**config.mk**
```make
export PLATFORM = sky130hd
export DESIGN_NAME = cfsc_regs
export DESIGN_NICKNAME = d
export VERILOG_FILES = /design/src/cfsc_pkg.sv /design/src/cfsc_sync.sv /design/src/cfsc_regs.sv
export SDC_FILE = /design/constraint.sdc
export NUM_CORES = 1
export LEC_CHECK = 0
export BUFFER_PORTS_ARGS = -buffer_cell sky130_fd_sc_hd__buf_2
export CAP_MARGIN = 20
export CORE_AREA = 2 2 102 104
export DETAILED_ROUTE_END_ITERATION = 10
export DIE_AREA = 0 0 104 106
export GPL_TIMING_DRIVEN = 0
export PLACE_DENSITY = 0.51
export SLEW_MARGIN = 20
export SYNTH_ARGS = -nofsm -noshare
export SYNTH_HDL_FRONTEND = slang
export SYNTH_SLANG_ARGS = --single-unit
```
**constraint.sdc**
```tcl
create_clock -name sys_clk_i -period 4.44 [get_ports sys_clk_i]
set_clock_uncertainty 0.15 [all_clocks]
set_input_delay 0.444 -clock sys_clk_i [delete_from_list [all_inputs] [get_ports sys_clk_i]]
set_output_delay 0.444 -clock sys_clk_i [all_outputs]
set_load 0.02 [all_outputs]
```
**src/cfsc_pkg.sv**
```systemverilog
// Constants shared by the front-end serial control register bank.
package cfsc_pkg;

    // ****************************************************************
    // Frame layout
    // ****************************************************************
    localparam int ADDR_W = 3;
    localparam int DATA_W = 10;
    localparam int FRAME_BITS = ADDR_W + DATA_W;
    localparam logic [3:0] FRAME_BITS_CNT = 4'hd;
    localparam logic [3:0] CNT_MAX = 4'hf;
    localparam int ADDR_LSB = DATA_W;

    // ****************************************************************
    // Word addresses
    // ****************************************************************
    localparam logic [2:0] ADDR_AUX_DAC = 3'h0;
    localparam logic [2:0] ADDR_SOFT_CLIP = 3'h1;
    localparam logic [2:0] ADDR_GAIN = 3'h2;
    localparam logic [2:0] ADDR_STANDBY = 3'h3;
    localparam logic [2:0] ADDR_CLAMP_REF = 3'h4;

    // ****************************************************************
    // Field widths and positions
    // ****************************************************************
    localparam int AUX_DAC_W = 8;
    localparam int SOFT_CLIP_W = 4;
    localparam int GAIN_W = 9;
    localparam int STANDBY_W = 4;
    localparam int CLAMP_REF_W = 10;
    localparam int STBY_CDS_AGC_CLIP_BIT = 0;
    localparam int STBY_CLAMP_BLANK_BIT = 1;
    localparam int STBY_AUX_DAC_BIT = 2;
    localparam int STBY_FIXED_AMP_BIT = 3;

    // Codes at or above this all give maximum gain
    localparam logic [8:0] GAIN_SAT_CODE = 9'h13f;

    // ****************************************************************
    // Values after reset
    // ****************************************************************
    localparam logic [7:0] RST_AUX_DAC = 8'h00;
    localparam logic [3:0] RST_SOFT_CLIP = 4'h0;
    localparam logic [8:0] RST_GAIN = 9'h000;
    localparam logic [3:0] RST_STANDBY = 4'h0;
    localparam logic [9:0] RST_CLAMP_REF = 10'h000;

    // ****************************************************************
    // Timing
    // ****************************************************************
    localparam int SYS_CLK_HZ = 40_000_000;
    localparam int SCLK_MAX_HZ = 5_000_000;
    // Fewest system cycles per serial clock period at the fastest rate
    localparam int SCLK_MIN_CYC = SYS_CLK_HZ / SCLK_MAX_HZ;
    localparam int SYNC_STAGES = 2;

endpackage

```
**src/cfsc_sync.sv**
```systemverilog
// Two-flop synchroniser for a group of pin inputs.
module cfsc_sync #(
    parameter int WIDTH = 1
) (
    input wire logic sys_clk_i,
    input wire logic rstn_i,
    input wire logic [WIDTH-1:0] async_i,
    output logic [WIDTH-1:0] sync_o
);
    logic [WIDTH-1:0] meta;
    logic [WIDTH-1:0] next_meta;
    logic [WIDTH-1:0] next_sync;

    always_comb begin
        next_meta = async_i;
        next_sync = meta;
    end

    // First stage feeds only the second stage
    always_ff @(posedge sys_clk_i) begin
        if (!rstn_i) begin
            meta <= '0;
            sync_o <= '0;
        end else begin
            meta <= next_meta;
            sync_o <= next_sync;
        end
    end
endmodule // cfsc_sync

```
**src/cfsc_regs.sv**
```systemverilog
// Serially loaded control word bank of the camera front end.
//
// What this block does
// [RULE1] Address 0 loads the 8-bit auxiliary control DAC code from data bits 7..0.
// [RULE2] Address 1 loads the 4-bit soft clipper setting; upper six bits ignored.
// [RULE3] Address 2 loads the 9-bit gain code from data bits 8..0.
// [RULE4] Address 3 loads four standby bits; upper six bits ignored.
// [RULE5] Standby bit 0 set puts sampling, gain and clipper stages in standby.
// [RULE6] Standby bit 1 set puts black clamp and blanking stage in standby.
// [RULE7] Standby bit 2 set puts the auxiliary control DAC in standby.
// [RULE8] Standby bit 3 set puts the fixed 6 dB output amplifier in standby.
// [RULE9] Address 4 loads the full 10-bit clamp reference DAC code.
// [RULE10] Clamp reference code tunes converter clamp level in half-LSB steps.
// [RULE11] Serial clock runs at most 5 MHz.
// [RULE12] Gain code zero is minimum gain; codes 319 and above saturate at maximum.
// [RULE13] Frame is 3 address then 10 data bits; word updates when enable ends.
module cfsc_regs (
    input wire logic sys_clk_i,
    input wire logic rstn_i,
    input wire logic sclk_i,
    input wire logic sen_i,
    input wire logic sdata_i,
    output logic [cfsc_pkg::AUX_DAC_W-1:0] aux_control_dac_o,
    output logic [cfsc_pkg::SOFT_CLIP_W-1:0] soft_clip_setting_o,
    output logic [cfsc_pkg::GAIN_W-1:0] gain_code_o,
    output logic [cfsc_pkg::GAIN_W-1:0] gain_applied_o,
    output logic stby_cds_agc_clip_o,
    output logic stby_clamp_blank_o,
    output logic stby_aux_dac_o,
    output logic stby_fixed_amp_o,
    output logic [cfsc_pkg::CLAMP_REF_W-1:0] clamp_ref_dac_code_o
);
    import cfsc_pkg::*;

    // ****************************************************************
    // Pin synchronisation and edge detection
    // ****************************************************************
    logic [2:0] pins_sync;
    logic sclk_s;
    logic sen_s;
    logic sdata_s;
    logic sclk_d;
    logic sen_d;
    logic sclk_rise;
    logic frame_end;

    cfsc_sync #(
        .WIDTH(3)
    ) u_sync (
        .sys_clk_i(sys_clk_i),
        .rstn_i(rstn_i),
        .async_i({sclk_i, sen_i, sdata_i}),
        .sync_o(pins_sync)
    );

    assign sclk_s = pins_sync[2];
    assign sen_s = pins_sync[1];
    assign sdata_s = pins_sync[0];
    // All three pins see the same delay, so data stays aligned to its clock edge.
    // At 5 MHz an edge is 8 system cycles apart, ample for this sampling.
    assign sclk_rise = sclk_s && !sclk_d; // RULE11
    assign frame_end = sen_d && !sen_s; // RULE13

    // ****************************************************************
    // Shift register and bit counter
    // ****************************************************************
    logic [FRAME_BITS-1:0] shreg;
    logic [FRAME_BITS-1:0] next_shreg;
    logic [3:0] bit_cnt;
    logic [3:0] next_bit_cnt;
    logic next_sclk_d;
    logic next_sen_d;

    always_comb begin
        next_sclk_d = sclk_s;
        next_sen_d = sen_s;
        next_shreg = shreg;
        next_bit_cnt = bit_cnt;
        if (!sen_s) begin
            next_bit_cnt = 4'h0;
        end else if (sclk_rise) begin
            // MSB first: address bits then data bits
            next_shreg = {shreg[FRAME_BITS-2:0], sdata_s}; // RULE13
            if (bit_cnt != CNT_MAX) begin
                next_bit_cnt = bit_cnt + 4'h1;
            end
        end
    end

    always_ff @(posedge sys_clk_i) begin
        if (!rstn_i) begin
            sclk_d <= 1'b0;
            sen_d <= 1'b0;
            shreg <= '0;
            bit_cnt <= 4'h0;
        end else begin
            sclk_d <= next_sclk_d;
            sen_d <= next_sen_d;
            shreg <= next_shreg;
            bit_cnt <= next_bit_cnt;
        end
    end

    // ****************************************************************
    // Word decode and update
    // ****************************************************************
    logic wr_en;
    logic [ADDR_W-1:0] wr_addr;
    logic [DATA_W-1:0] wr_data;

    // A frame with the wrong bit count is dropped rather than half-applied
    assign wr_en = frame_end && (bit_cnt == FRAME_BITS_CNT); // RULE13
    assign wr_addr = shreg[FRAME_BITS-1:ADDR_LSB];
    assign wr_data = shreg[DATA_W-1:0];

    function automatic logic [GAIN_W-1:0] gain_clamp(input logic [GAIN_W-1:0] code);
        gain_clamp = (code >= GAIN_SAT_CODE) ? GAIN_SAT_CODE : code;
    endfunction

    logic [AUX_DAC_W-1:0] next_aux;
    logic [SOFT_CLIP_W-1:0] next_clip;
    logic [GAIN_W-1:0] next_gain;
    logic [GAIN_W-1:0] next_gain_applied;
    logic [STANDBY_W-1:0] standby;
    logic [STANDBY_W-1:0] next_standby;
    logic [CLAMP_REF_W-1:0] next_clamp;

    always_comb begin
        next_aux = aux_control_dac_o;
        next_clip = soft_clip_setting_o;
        next_gain = gain_code_o;
        next_gain_applied = gain_applied_o;
        next_standby = standby;
        next_clamp = clamp_ref_dac_code_o;
        if (wr_en) begin
            unique case (wr_addr)
                ADDR_AUX_DAC: begin
                    next_aux = wr_data[AUX_DAC_W-1:0]; // RULE1
                end
                ADDR_SOFT_CLIP: begin
                    next_clip = wr_data[SOFT_CLIP_W-1:0]; // RULE2
                end
                ADDR_GAIN: begin
                    next_gain = wr_data[GAIN_W-1:0]; // RULE3
                    next_gain_applied = gain_clamp(wr_data[GAIN_W-1:0]); // RULE12
                end
                ADDR_STANDBY: begin
                    next_standby = wr_data[STANDBY_W-1:0]; // RULE4
                end
                ADDR_CLAMP_REF: begin
                    // Steps of half a converter LSB across the lower half of its range
                    next_clamp = wr_data; // RULE9 RULE10
                end
                default: begin
                    // Addresses 5 to 7 name no word and are ignored
                end
            endcase
        end
    end

    always_ff @(posedge sys_clk_i) begin
        if (!rstn_i) begin
            aux_control_dac_o <= RST_AUX_DAC;
            soft_clip_setting_o <= RST_SOFT_CLIP;
            gain_code_o <= RST_GAIN;
            gain_applied_o <= RST_GAIN;
            standby <= RST_STANDBY;
            clamp_ref_dac_code_o <= RST_CLAMP_REF;
        end else begin
            aux_control_dac_o <= next_aux;
            soft_clip_setting_o <= next_clip;
            gain_code_o <= next_gain;
            gain_applied_o <= next_gain_applied;
            standby <= next_standby;
            clamp_ref_dac_code_o <= next_clamp;
        end
    end

    // ****************************************************************
    // Standby controls to the analog stages
    // ****************************************************************
    assign stby_cds_agc_clip_o = standby[STBY_CDS_AGC_CLIP_BIT]; // RULE5
    assign stby_clamp_blank_o = standby[STBY_CLAMP_BLANK_BIT]; // RULE6
    assign stby_aux_dac_o = standby[STBY_AUX_DAC_BIT]; // RULE7
    assign stby_fixed_amp_o = standby[STBY_FIXED_AMP_BIT]; // RULE8

    // ****************************************************************
    // Checks
    // ****************************************************************
    AST_AUX_LOAD: assert property (@(posedge sys_clk_i) disable iff (!rstn_i) // RULE1
        (wr_en && wr_addr == ADDR_AUX_DAC) |=> aux_control_dac_o == $past(wr_data[7:0]))
        else $error("aux DAC code not loaded");

    AST_CLIP_LOAD: assert property (@(posedge sys_clk_i) disable iff (!rstn_i) // RULE2
        (wr_en && wr_addr == ADDR_SOFT_CLIP) |=> soft_clip_setting_o == $past(wr_data[3:0]))
        else $error("soft clip setting not loaded");

    AST_GAIN_LOAD: assert property (@(posedge sys_clk_i) disable iff (!rstn_i) // RULE3
        (wr_en && wr_addr == ADDR_GAIN) |=> gain_code_o == $past(wr_data[8:0]))
        else $error("gain code not loaded");

    AST_STBY_LOAD: assert property (@(posedge sys_clk_i) disable iff (!rstn_i) // RULE4
        (wr_en && wr_addr == ADDR_STANDBY) |=> standby == $past(wr_data[3:0]))
        else $error("standby bits not loaded");

    AST_STBY_CDS: assert property (@(posedge sys_clk_i) disable iff (!rstn_i) // RULE5
        (wr_en && wr_addr == ADDR_STANDBY && wr_data[0]) |=> stby_cds_agc_clip_o)
        else $error("sampling stages not in standby");

    AST_STBY_CLAMP: assert property (@(posedge sys_clk_i) disable iff (!rstn_i) // RULE6
        (wr_en && wr_addr == ADDR_STANDBY) |=> stby_clamp_blank_o == $past(wr_data[1]))
        else $error("clamp stage standby wrong");

    AST_STBY_AUX: assert property (@(posedge sys_clk_i) disable iff (!rstn_i) // RULE7
        (wr_en && wr_addr == ADDR_STANDBY) |=> stby_aux_dac_o == $past(wr_data[2]))
        else $error("aux DAC standby wrong");

    AST_STBY_AMP: assert property (@(posedge sys_clk_i) disable iff (!rstn_i) // RULE8
        (wr_en && wr_addr == ADDR_STANDBY && !wr_data[3]) |=> !stby_fixed_amp_o)
        else $error("fixed amplifier standby wrong");

    AST_CLAMP_LOAD: assert property (@(posedge sys_clk_i) disable iff (!rstn_i) // RULE9
        (wr_en && wr_addr == ADDR_CLAMP_REF) |=> clamp_ref_dac_code_o == $past(wr_data))
        else $error("clamp reference code not loaded");

    AST_GAIN_SAT: assert property (@(posedge sys_clk_i) disable iff (!rstn_i) // RULE12
        gain_applied_o == ((gain_code_o >= 9'h13f) ? 9'h13f : gain_code_o))
        else $error("applied gain not saturated at 319");

    AST_BAD_FRAME: assert property (@(posedge sys_clk_i) disable iff (!rstn_i) // RULE13
        (frame_end && bit_cnt != 4'hd) |=> $stable(gain_code_o) && $stable(standby)
            && $stable(clamp_ref_dac_code_o) && $stable(aux_control_dac_o))
        else $error("short or long frame changed a word");

    AST_SHIFT_IN: assert property (@(posedge sys_clk_i) disable iff (!rstn_i) // RULE13
        (sen_s && sclk_rise) |=> shreg[0] == $past(sdata_s) && shreg[12:1] == $past(shreg[11:0]))
        else $error("serial bit not shifted in");

    AST_IDLE_HOLD: assert property (@(posedge sys_clk_i) disable iff (!rstn_i) // RULE13
        !wr_en |=> $stable(soft_clip_setting_o) && $stable(gain_applied_o))
        else $error("word changed without a write");

endmodule // cfsc_regs

```
==> results.md, run 1 <==
- Crit path capture type: flip-flop
- Initial Util: slightly below 30%
- Initial antenna violation count: 0
- Synth Area in XOR/XNOR: 0%
- CTS sink cnt: 69
- Clk root buf: clkbuf_8
- DP HPWL: roughly 5300 microns
- Mapped cell area: a little under 3000 sq um
- Floorplan Core Area: ~10000 sq um
- CTS tree: built
- Req. time, crit path: about 4.6 ns
- Pwr/cell area: 336 nW/um^2
- Syn Area/Cell: ~9.4 sq um
- Routability Congestion: between 0.7 and 0.8
- Largest family of logic cells by synthesized area: compound AO/OA/AOI/OAI gates
- Post-route DRC: 0
- #FFs+latches synth: 69
- Post-Syn Nets: about 320
- Register area share after synthesis: 47.2%
- Slew Viols, Final: 0
- Post-synth top area share: 47.2%
- Vias in the first global route: 2355
- Diodes inserted: 0
- Post-DR vias/cell: 4.84
- Least-Margin Pin Slew: approximately 0.60 ns
- Clock slew at reported path FFs: 0.07 ns
- Fin. Hold Viols: 0
- Post-Syn Instances: just over 300
- Via count: between 2000 and 2500
- Fin crit share: between 30% and 40%
- Bufs on Longest Clock Path: 2
- Final setup violation count: 0
- Post-synthesis mux area share: 0%
- Tmin final: ~1.8 ns
- Total of max-cap violations: 0
- Post-synthesis simple-gate area fraction: roughly 19%
- Grt ovf: 0
- IO Port Bufs: 48
- Routed len/inst: approximately 15 microns
- Hold-fix buffers at CTS: 0
- Critical path class: flip-flop to flip-flop
- Post-synth EDFFs: 0
- Setup bufs post-CTS: 0
- RSZ-0062 raised after global routing: no
- Area grow syn2layout: 20.7%
- Commonest cells in the netlist: dfxtp_1 (69), a21boi_0 (35), o21ai_0 (31)
- DIE AREA: around 11000 sq um
- Hold Path Class: input pin to flip-flop
- Status: completed
- Peak supply drop: about 170 uV
- Worst Setup Start Kind: flip-flop
- Total CTS buffers: 9
- GRT Total Usage: 14.7%
- Largest net degree at the start of global routing: 11
- Drt first pass iters: 4
- Relative slew slack: between 50% and 60%
- Total power: ~1.2 mW
- Row count: 37
- Final #Nets: 376
- Crit path max fanout: 10
- Routed wire length: about 7700 microns
- Initial drt markers: 130
- Synth Area in Adders: less than 1%
- Top post-synthesis cells by area: dfxtp_1 (47%), a21boi_0 (9.0%), o21ai_0 (5.3%)
- H-tree depth: 3
- LEAKAGE: roughly 1.4 nW
- Global-route wire length before repair: around 13000 microns
- Number of instances resized during post-cts repair: 0
- Die X: ~100 microns
- Top_reg_cell synth: dfxtp_1
- TNS Setup: 0 ns
- Layout cells sized above 1: between 20 and 25%
- FMAX: approximately 560 MHz
- Netlist cell types: 40
- Yosys warns: 0
- Synth area leader: dfxtp_1
- Compound-Gate Fraction of Synth Area: approximately a quarter
- Clock latency on the worst-skew pair: between 0.3 and 0.4 ns
- Crit path DAT: between 1.5 and 2 ns
- IO Count: approximately 50
- Cell with the most instances after synthesis: dfxtp_1
- Post-synth ARST share: 0%
- Die Y: between 100 and 150 microns
- Routed Antenna Nets: 0
==> per-stage QoR <==
| step | utilization (%) | std cells | hold WS (ns) | worst slack, ns | area [sq um] |
|---|---|---|---|---|---|
| global placement | 33.4 | 494 | 0.267 | 2.69 | 3340 |
| CTS | 35.3 | 508 | 0.134 | 2.66 | 3530 |
| detailed placement | 33.4 | 494 | 0.270 | 2.64 | 3340 |
| finish | 35.3 | 508 | 0.144 | 2.67 | 3530 |
| global route | 35.3 | 508 | 0.138 | 2.45 | 3530 |
| floorplan | - | 310 | 0.262 | 2.88 | 2930 |
==> sequential cells by signal (all words and copies together) (netlist names) <==
name                  count
shreg                    13
clamp_ref_dac_code_o     10
gain_applied_o            9
gain_code_o               9
aux_control_dac_o         8
bit_cnt                   4
soft_clip_setting_o       4
standby                   4
u_sync.meta               3
u_sync.sync_o             3
sclk_d                    1
sen_d                     1
==> cell usage in the layout, fill, tap and decap left out, types with 3 or more instances in the layout <==
cell type,synthesis,layout
clkbuf_1,13,16
a21boi_1,16,16
nand4_1,10,10
clkbuf_8,0,9
nand2_1,27,27
and2_1,7,7
a21o_1,6,6
inv_1,3,3
buf_4,7,7
o21ai_1,8,8
nand4b_1,4,4
o21ai_0,31,31
buf_6,4,4
clkbuf_2,3,3
nand4bb_1,3,3
nand3_1,27,27
buf_2,3,51
dfxtp_1,69,69
a21boi_0,35,35
o311a_1,6,6
==> cells by family after synthesis <==
group,Yosys count
AOI/OAI and AO/OA,110
adders and majority gates,2
buffers and inverters,34
DFF,69
and+or+nand+nor,95
==> cell type report <==
class	instances	area [sq um]
buffer	31	196
clock buffer	12	135
clock inverter	2	60.1
fill	1083	6460
inverter	3	11.3
multi-input combinational	207	1340
sequential	69	1380
tap	136	170
timing repair buffer	48	240
==> critical path, cell delays in order, from the launching register on <==
cell and delay (ns):
dfxtp_1 0.38, inv_1 0.07, ha_1 0.20, nand4b_1 0.11, buf_2 0.25, clkbuf_2 0.25, o21ai_0 0.11, a21boi_0 0.18
==> path summary, 6_finish.rpt <==
kind                                                 from                     endpoint  slack (ns)  cells past startpoint
worst min-delay path                              sdata_i    u_sync.meta[0]$_SDFF_PN0_        0.14                      2
worst min register to register  u_sync.meta[0]$_SDFF_PN0_  u_sync.sync_o[0]$_SDFF_PN0_        0.28                      1
worst max-delay path              bit_cnt[1]$_SDFFE_PN0P_  gain_code_o[5]$_SDFFE_PN0P_        2.67                      7
worst max register to register    bit_cnt[1]$_SDFFE_PN0P_  gain_code_o[5]$_SDFFE_PN0P_        2.67                      7
==> metal layers <==
layer / track usage (%) / wire length [microns]
met1: 18.8 / 3730
met2: 23.7 / 3630
met3: 4.29 / 293
met4: 5.21 / 99
met5: 0 / 0
==> power breakdown <==
part | internal (mW) | switching, mW | total (mW) | leakage (nW)
combinational | 0.0114 | 0.0133 | 0.0246 | 0.721
clock | 0.311 | 0.227 | 0.538 | 0.0965
sequential | 0.622 | 0.00231 | 0.624 | 0.557
(Power assumes the default switching activity.)
==> run 2, diff against run 1 <==
--- a/config.mk
+++ b/config.mk
@@ -5,13 +5,14 @@
 export SDC_FILE = /design/constraint.sdc
 export NUM_CORES = 1
 export LEC_CHECK = 0
+export ABC_AREA = 1
 export BUFFER_PORTS_ARGS = -buffer_cell sky130_fd_sc_hd__buf_2
 export CAP_MARGIN = 20
-export CORE_AREA = 2 2 102 104
+export CORE_AREA = 2 2 98 100
 export DETAILED_ROUTE_END_ITERATION = 10
-export DIE_AREA = 0 0 104 106
+export DIE_AREA = 0 0 100 102
 export GPL_TIMING_DRIVEN = 0
-export PLACE_DENSITY = 0.51
+export PLACE_DENSITY = 0.53
 export SLEW_MARGIN = 20
 export SYNTH_ARGS = -nofsm -noshare
 export SYNTH_HDL_FRONTEND = slang
==> constraint.sdc (replaced) <==
create_clock -name sys_clk_i -period 1.6 [get_ports sys_clk_i]
set_clock_uncertainty 0.15 [all_clocks]
set_input_delay 0.16 -clock sys_clk_i [delete_from_list [all_inputs] [get_ports sys_clk_i]]
set_output_delay 0.16 -clock sys_clk_i [all_outputs]
set_load 0.02 [all_outputs]
==> results.md, run 2 <==
- Status: completed (unchanged)
- Post-Syn Instances: 344 (was 310)
- Least-Margin Pin Slew: 0.458 ns (was 0.599 ns)
- Post-DR vias/cell: 4.57 (was 4.84)
- Grt ovf: 0 (unchanged)
- Final setup violation count: 0 (unchanged)
- Row count: 35 (was 37)
- Initial Util: 29.4% (was 29.3%)
- Sw frac: 22.2% (was 20.4%)
- Post-Syn Nets: 351 (was 317)
- Global-route wire length before repair: 10700 microns (was 12500 microns)
- Synth area leader: dfxtp_1 (unchanged)
- WHS: 0.0612 ns (was 0.144 ns)
- Leading cell types in the layout, fill and taps excluded: nand2_1 (80), dfxtp_1 (64), a21oi_1 (52) (was dfxtp_1 (69), buf_2 (51), a21boi_0 (35))
- Syn Area/Cell: 7.79 sq um (was 9.45 sq um)
- Biggest regs: shreg x13, clamp_ref_dac_code_o x10 (unchanged)
- Crit path max fanout: 10 (unchanged)
- Clk root buf: clkbuf_8 (unchanged)
- Setup WS post-layout: 0.108 ns (was 2.67 ns)
- DP HPWL: 4500 microns (was 5270 microns)
- Seq pwr share: 59.1% (was 52.6%)
- Routability Congestion: 0.740 (was 0.743)
- Setup WS pre-CTS: -0.273 ns (was 2.64 ns)
- LEAKAGE: 1.47 nW (was 1.37 nW)
- Fin. Hold Viols: 0 (unchanged)
- FF-to-FF path depth: 6 (was 7)
- Cell with the most instances after synthesis: nand2_1 (was dfxtp_1)
- Worst Setup EP: clamp_ref_dac_code_o[3]$_SDFFE_PN0P_ (was gain_code_o[5]$_SDFFE_PN0P_)
- Critical path class: flip-flop to flip-flop (unchanged)
- Worst Setup Start Kind: flip-flop (unchanged)
- Largest net degree at the start of global routing: 11 (unchanged)
- Internal power: 2.28 mW (was 0.944 mW)
- Mapped cell area: 2680 sq um (was 2930 sq um)
- Register area share after synthesis: 51.5% (was 47.2%)
- Post-synth top area share: 51.5% (was 47.2%)
- FMAX: 670 MHz (was 564 MHz)
- Largest register by flop count: shreg (unchanged)
- Slew Viols, Final: 0 (unchanged)
- Floorplan Core Area: 9110 sq um (was 10000 sq um)
- Number of flip-flops in the largest register: 13 (unchanged)
- Die X: 100 microns (was 104 microns)
- Final #Nets: 416 (was 376)
- GRT Total Usage: 13.6% (was 14.7%)
- CTS sink cnt: 69 (unchanged)
- Initial drt markers: 126 (was 130)
- Yosys warns: 0 (unchanged)
- Die Y: 102 microns (was 106 microns)
- Relative slew slack: 69.5% (was 59.9%)
- Critical path origin: shreg[10]$_SDFFE_PN0P_ (was bit_cnt[1]$_SDFFE_PN0P_)
- Routed Antenna Nets: 0 (unchanged)
- Diodes inserted: 0 (unchanged)
- Peak supply drop: 446 uV (was 169 uV)
- CTS tree: built (unchanged)
- Sw power: 0.652 mW (was 0.242 mW)
- Clock slew at reported path FFs: 0.07 ns (about the same)
- Bufs on Longest Clock Path: 2 (unchanged)
- Pwr/cell area: 866 nW/um^2 (was 336 nW/um^2)
- Routed wire length: 6680 microns (was 7750 microns)
- Netlist cell types: 21 (was 40)
- Drt first pass iters: 4 (unchanged)
- Top post-synthesis cells by area: dfxtp_1 (52%), nand2_1 (12%), a21oi_1 (10%) (was dfxtp_1 (47%), a21boi_0 (9.0%), o21ai_0 (5.3%))
- Top_reg_cell synth: dfxtp_1 (unchanged)
- Post-synth EDFFs: 0 (unchanged)
- Total of max-cap violations: 0 (unchanged)
- Hold Path Class: input pin to flip-flop (unchanged)
- Tmin final: 1.49 ns (was 1.77 ns)
- #FFs+latches synth: 69 (unchanged)
- Commonest cells in the netlist: nand2_1 (83), dfxtp_1 (69), a21oi_1 (56) (was dfxtp_1 (69), a21boi_0 (35), o21ai_0 (31))
- Layout cells sized above 1: 25.9% (was 22.0%)
- Reg2reg end: clamp_ref_dac_code_o[3]$_SDFFE_PN0P_ (was gain_code_o[5]$_SDFFE_PN0P_)
- Logic pwr share: 2.7% (was 2.1%)
- Post-synth ARST share: 0% (unchanged)
- DIE AREA: 10200 sq um (was 11000 sq um)
- Proportion of power drawn by the clock network: 38.2% (was 45.3%)
- Post-route DRC: 0 (unchanged)
- Routed len/inst: 12.8 microns (was 15.2 microns)
- Clock latency on the worst-skew pair: 0.35 ns (about the same)
- Area grow syn2layout: 26.2% (was 20.7%)
- IO Port Bufs: 47 (was 48)
- R2r startpoint: shreg[10]$_SDFFE_PN0P_ (was bit_cnt[1]$_SDFFE_PN0P_)
- Req. time, crit path: 1.74 ns (was 4.56 ns)
- Crit path capture type: flip-flop (unchanged)
- RSZ-0062 raised after global routing: no (unchanged)
- Fin crit share: 93.2% (was 40.0%)
- H-tree depth: 3 (unchanged)
- Vias in the first global route: 2240 (was 2355)
- Reg-to-reg slack, setup: 0.11 ns (was 2.67 ns)
- IO Count: 49 (unchanged)
- Leading cell type in the layout, fill and taps excluded: nand2_1 (was dfxtp_1)
- Initial antenna violation count: 0 (unchanged)
- Total CTS buffers: 9 (unchanged)
- Crit path DAT: 1.63 ns (was 1.90 ns)
- Via count: 2381 (was 2458)
run 2: cell type report:
type                            instances  area, sq um
Timing Repair Buffer                   54          305
Clock buffer                           12          135
Multi-Input combinational cell        223         1140
Sequential cell                        69         1390
Fill cell                             976         5720
Inverter                               33          124
Buffer                                 19          150
Tap cell                              111          139
run 2: how the worst min path moves through the flow:
stage            start                     endpoint  slack (ns)  cells past startpoint
2_1_floorplan  sdata_i    u_sync.meta[0]$_SDFF_PN0_        0.11                      2
3_3_place_gp    sclk_i    u_sync.meta[2]$_SDFF_PN0_        0.19                      3
3_5_place_dp    sclk_i    u_sync.meta[2]$_SDFF_PN0_        0.20                      3
4_1_cts         rstn_i        shreg[7]$_SDFFE_PN0P_        0.06                      3
5_1_grt         rstn_i        shreg[7]$_SDFFE_PN0P_         0.1                      3
6_report        rstn_i  gain_code_o[6]$_SDFFE_PN0P_        0.06                      3
run 2: worst max-delay path: stages, from the launching register on:
cell and delay [ns]:
dfxtp_1 0.39, inv_2 0.15, nand2_1 0.13, nor2_2 0.13, clkbuf_4 0.22, nand3_1 0.12
a21oi_2 0.14
run 2: timing repair:
item                                    4_1_cts  5_1_grt
setup buffers                                 1        2
gates resized for setup                       7       36
endpoints found under the setup margin       53       58
cloned                                        0        1
hold buffers                                  3        0
hold endpoints to repair                      3        0
pin swaps                                     1        4
run 2: per-stage QoR:
stage	util [%]	instances	setup TNS (ns)	power (mW)	area (sq um)
global route	37.2	521	0	3.05	3380
global placement	33.5	502	-6.62	1.84	3060
finish	37.2	521	0	2.93	3380
floorplan	-	344	0	1.82	2680
detailed placement	33.5	502	-7.36	1.84	3060
CTS	35.7	518	0	2.96	3260
run 2: power groups by stage:
stage	combinational (mW)	sequential, mW	clock, mW
global placement	0.0684	1.77	0
global route	0.0906	1.73	1.23
CTS	0.0755	1.73	1.15
detailed placement	0.0692	1.77	0
finish	0.0797	1.73	1.12
floorplan	0.0488	1.77	0
run 2: routing by layer:
metal | part of all wire, % | track usage (%)
met1 | 47 | 16.7
met2 | 47 | 22.5
met3 | 5.0 | 4.24
met4 | 1.7 | 5.48
met5 | 0 | 0
run 2: kinds of logic after synthesis:
logic type	Yosys count	synth area share [%]
flip-flops	69	51.5
AND/OR/NAND/NOR	153	25.2
AO/OA/AOI/OAI	67	12.6
XOR/XNOR	1	0.327
adder cells (fa/ha/maj)	2	0.933
buffers and inverters	52	9.47
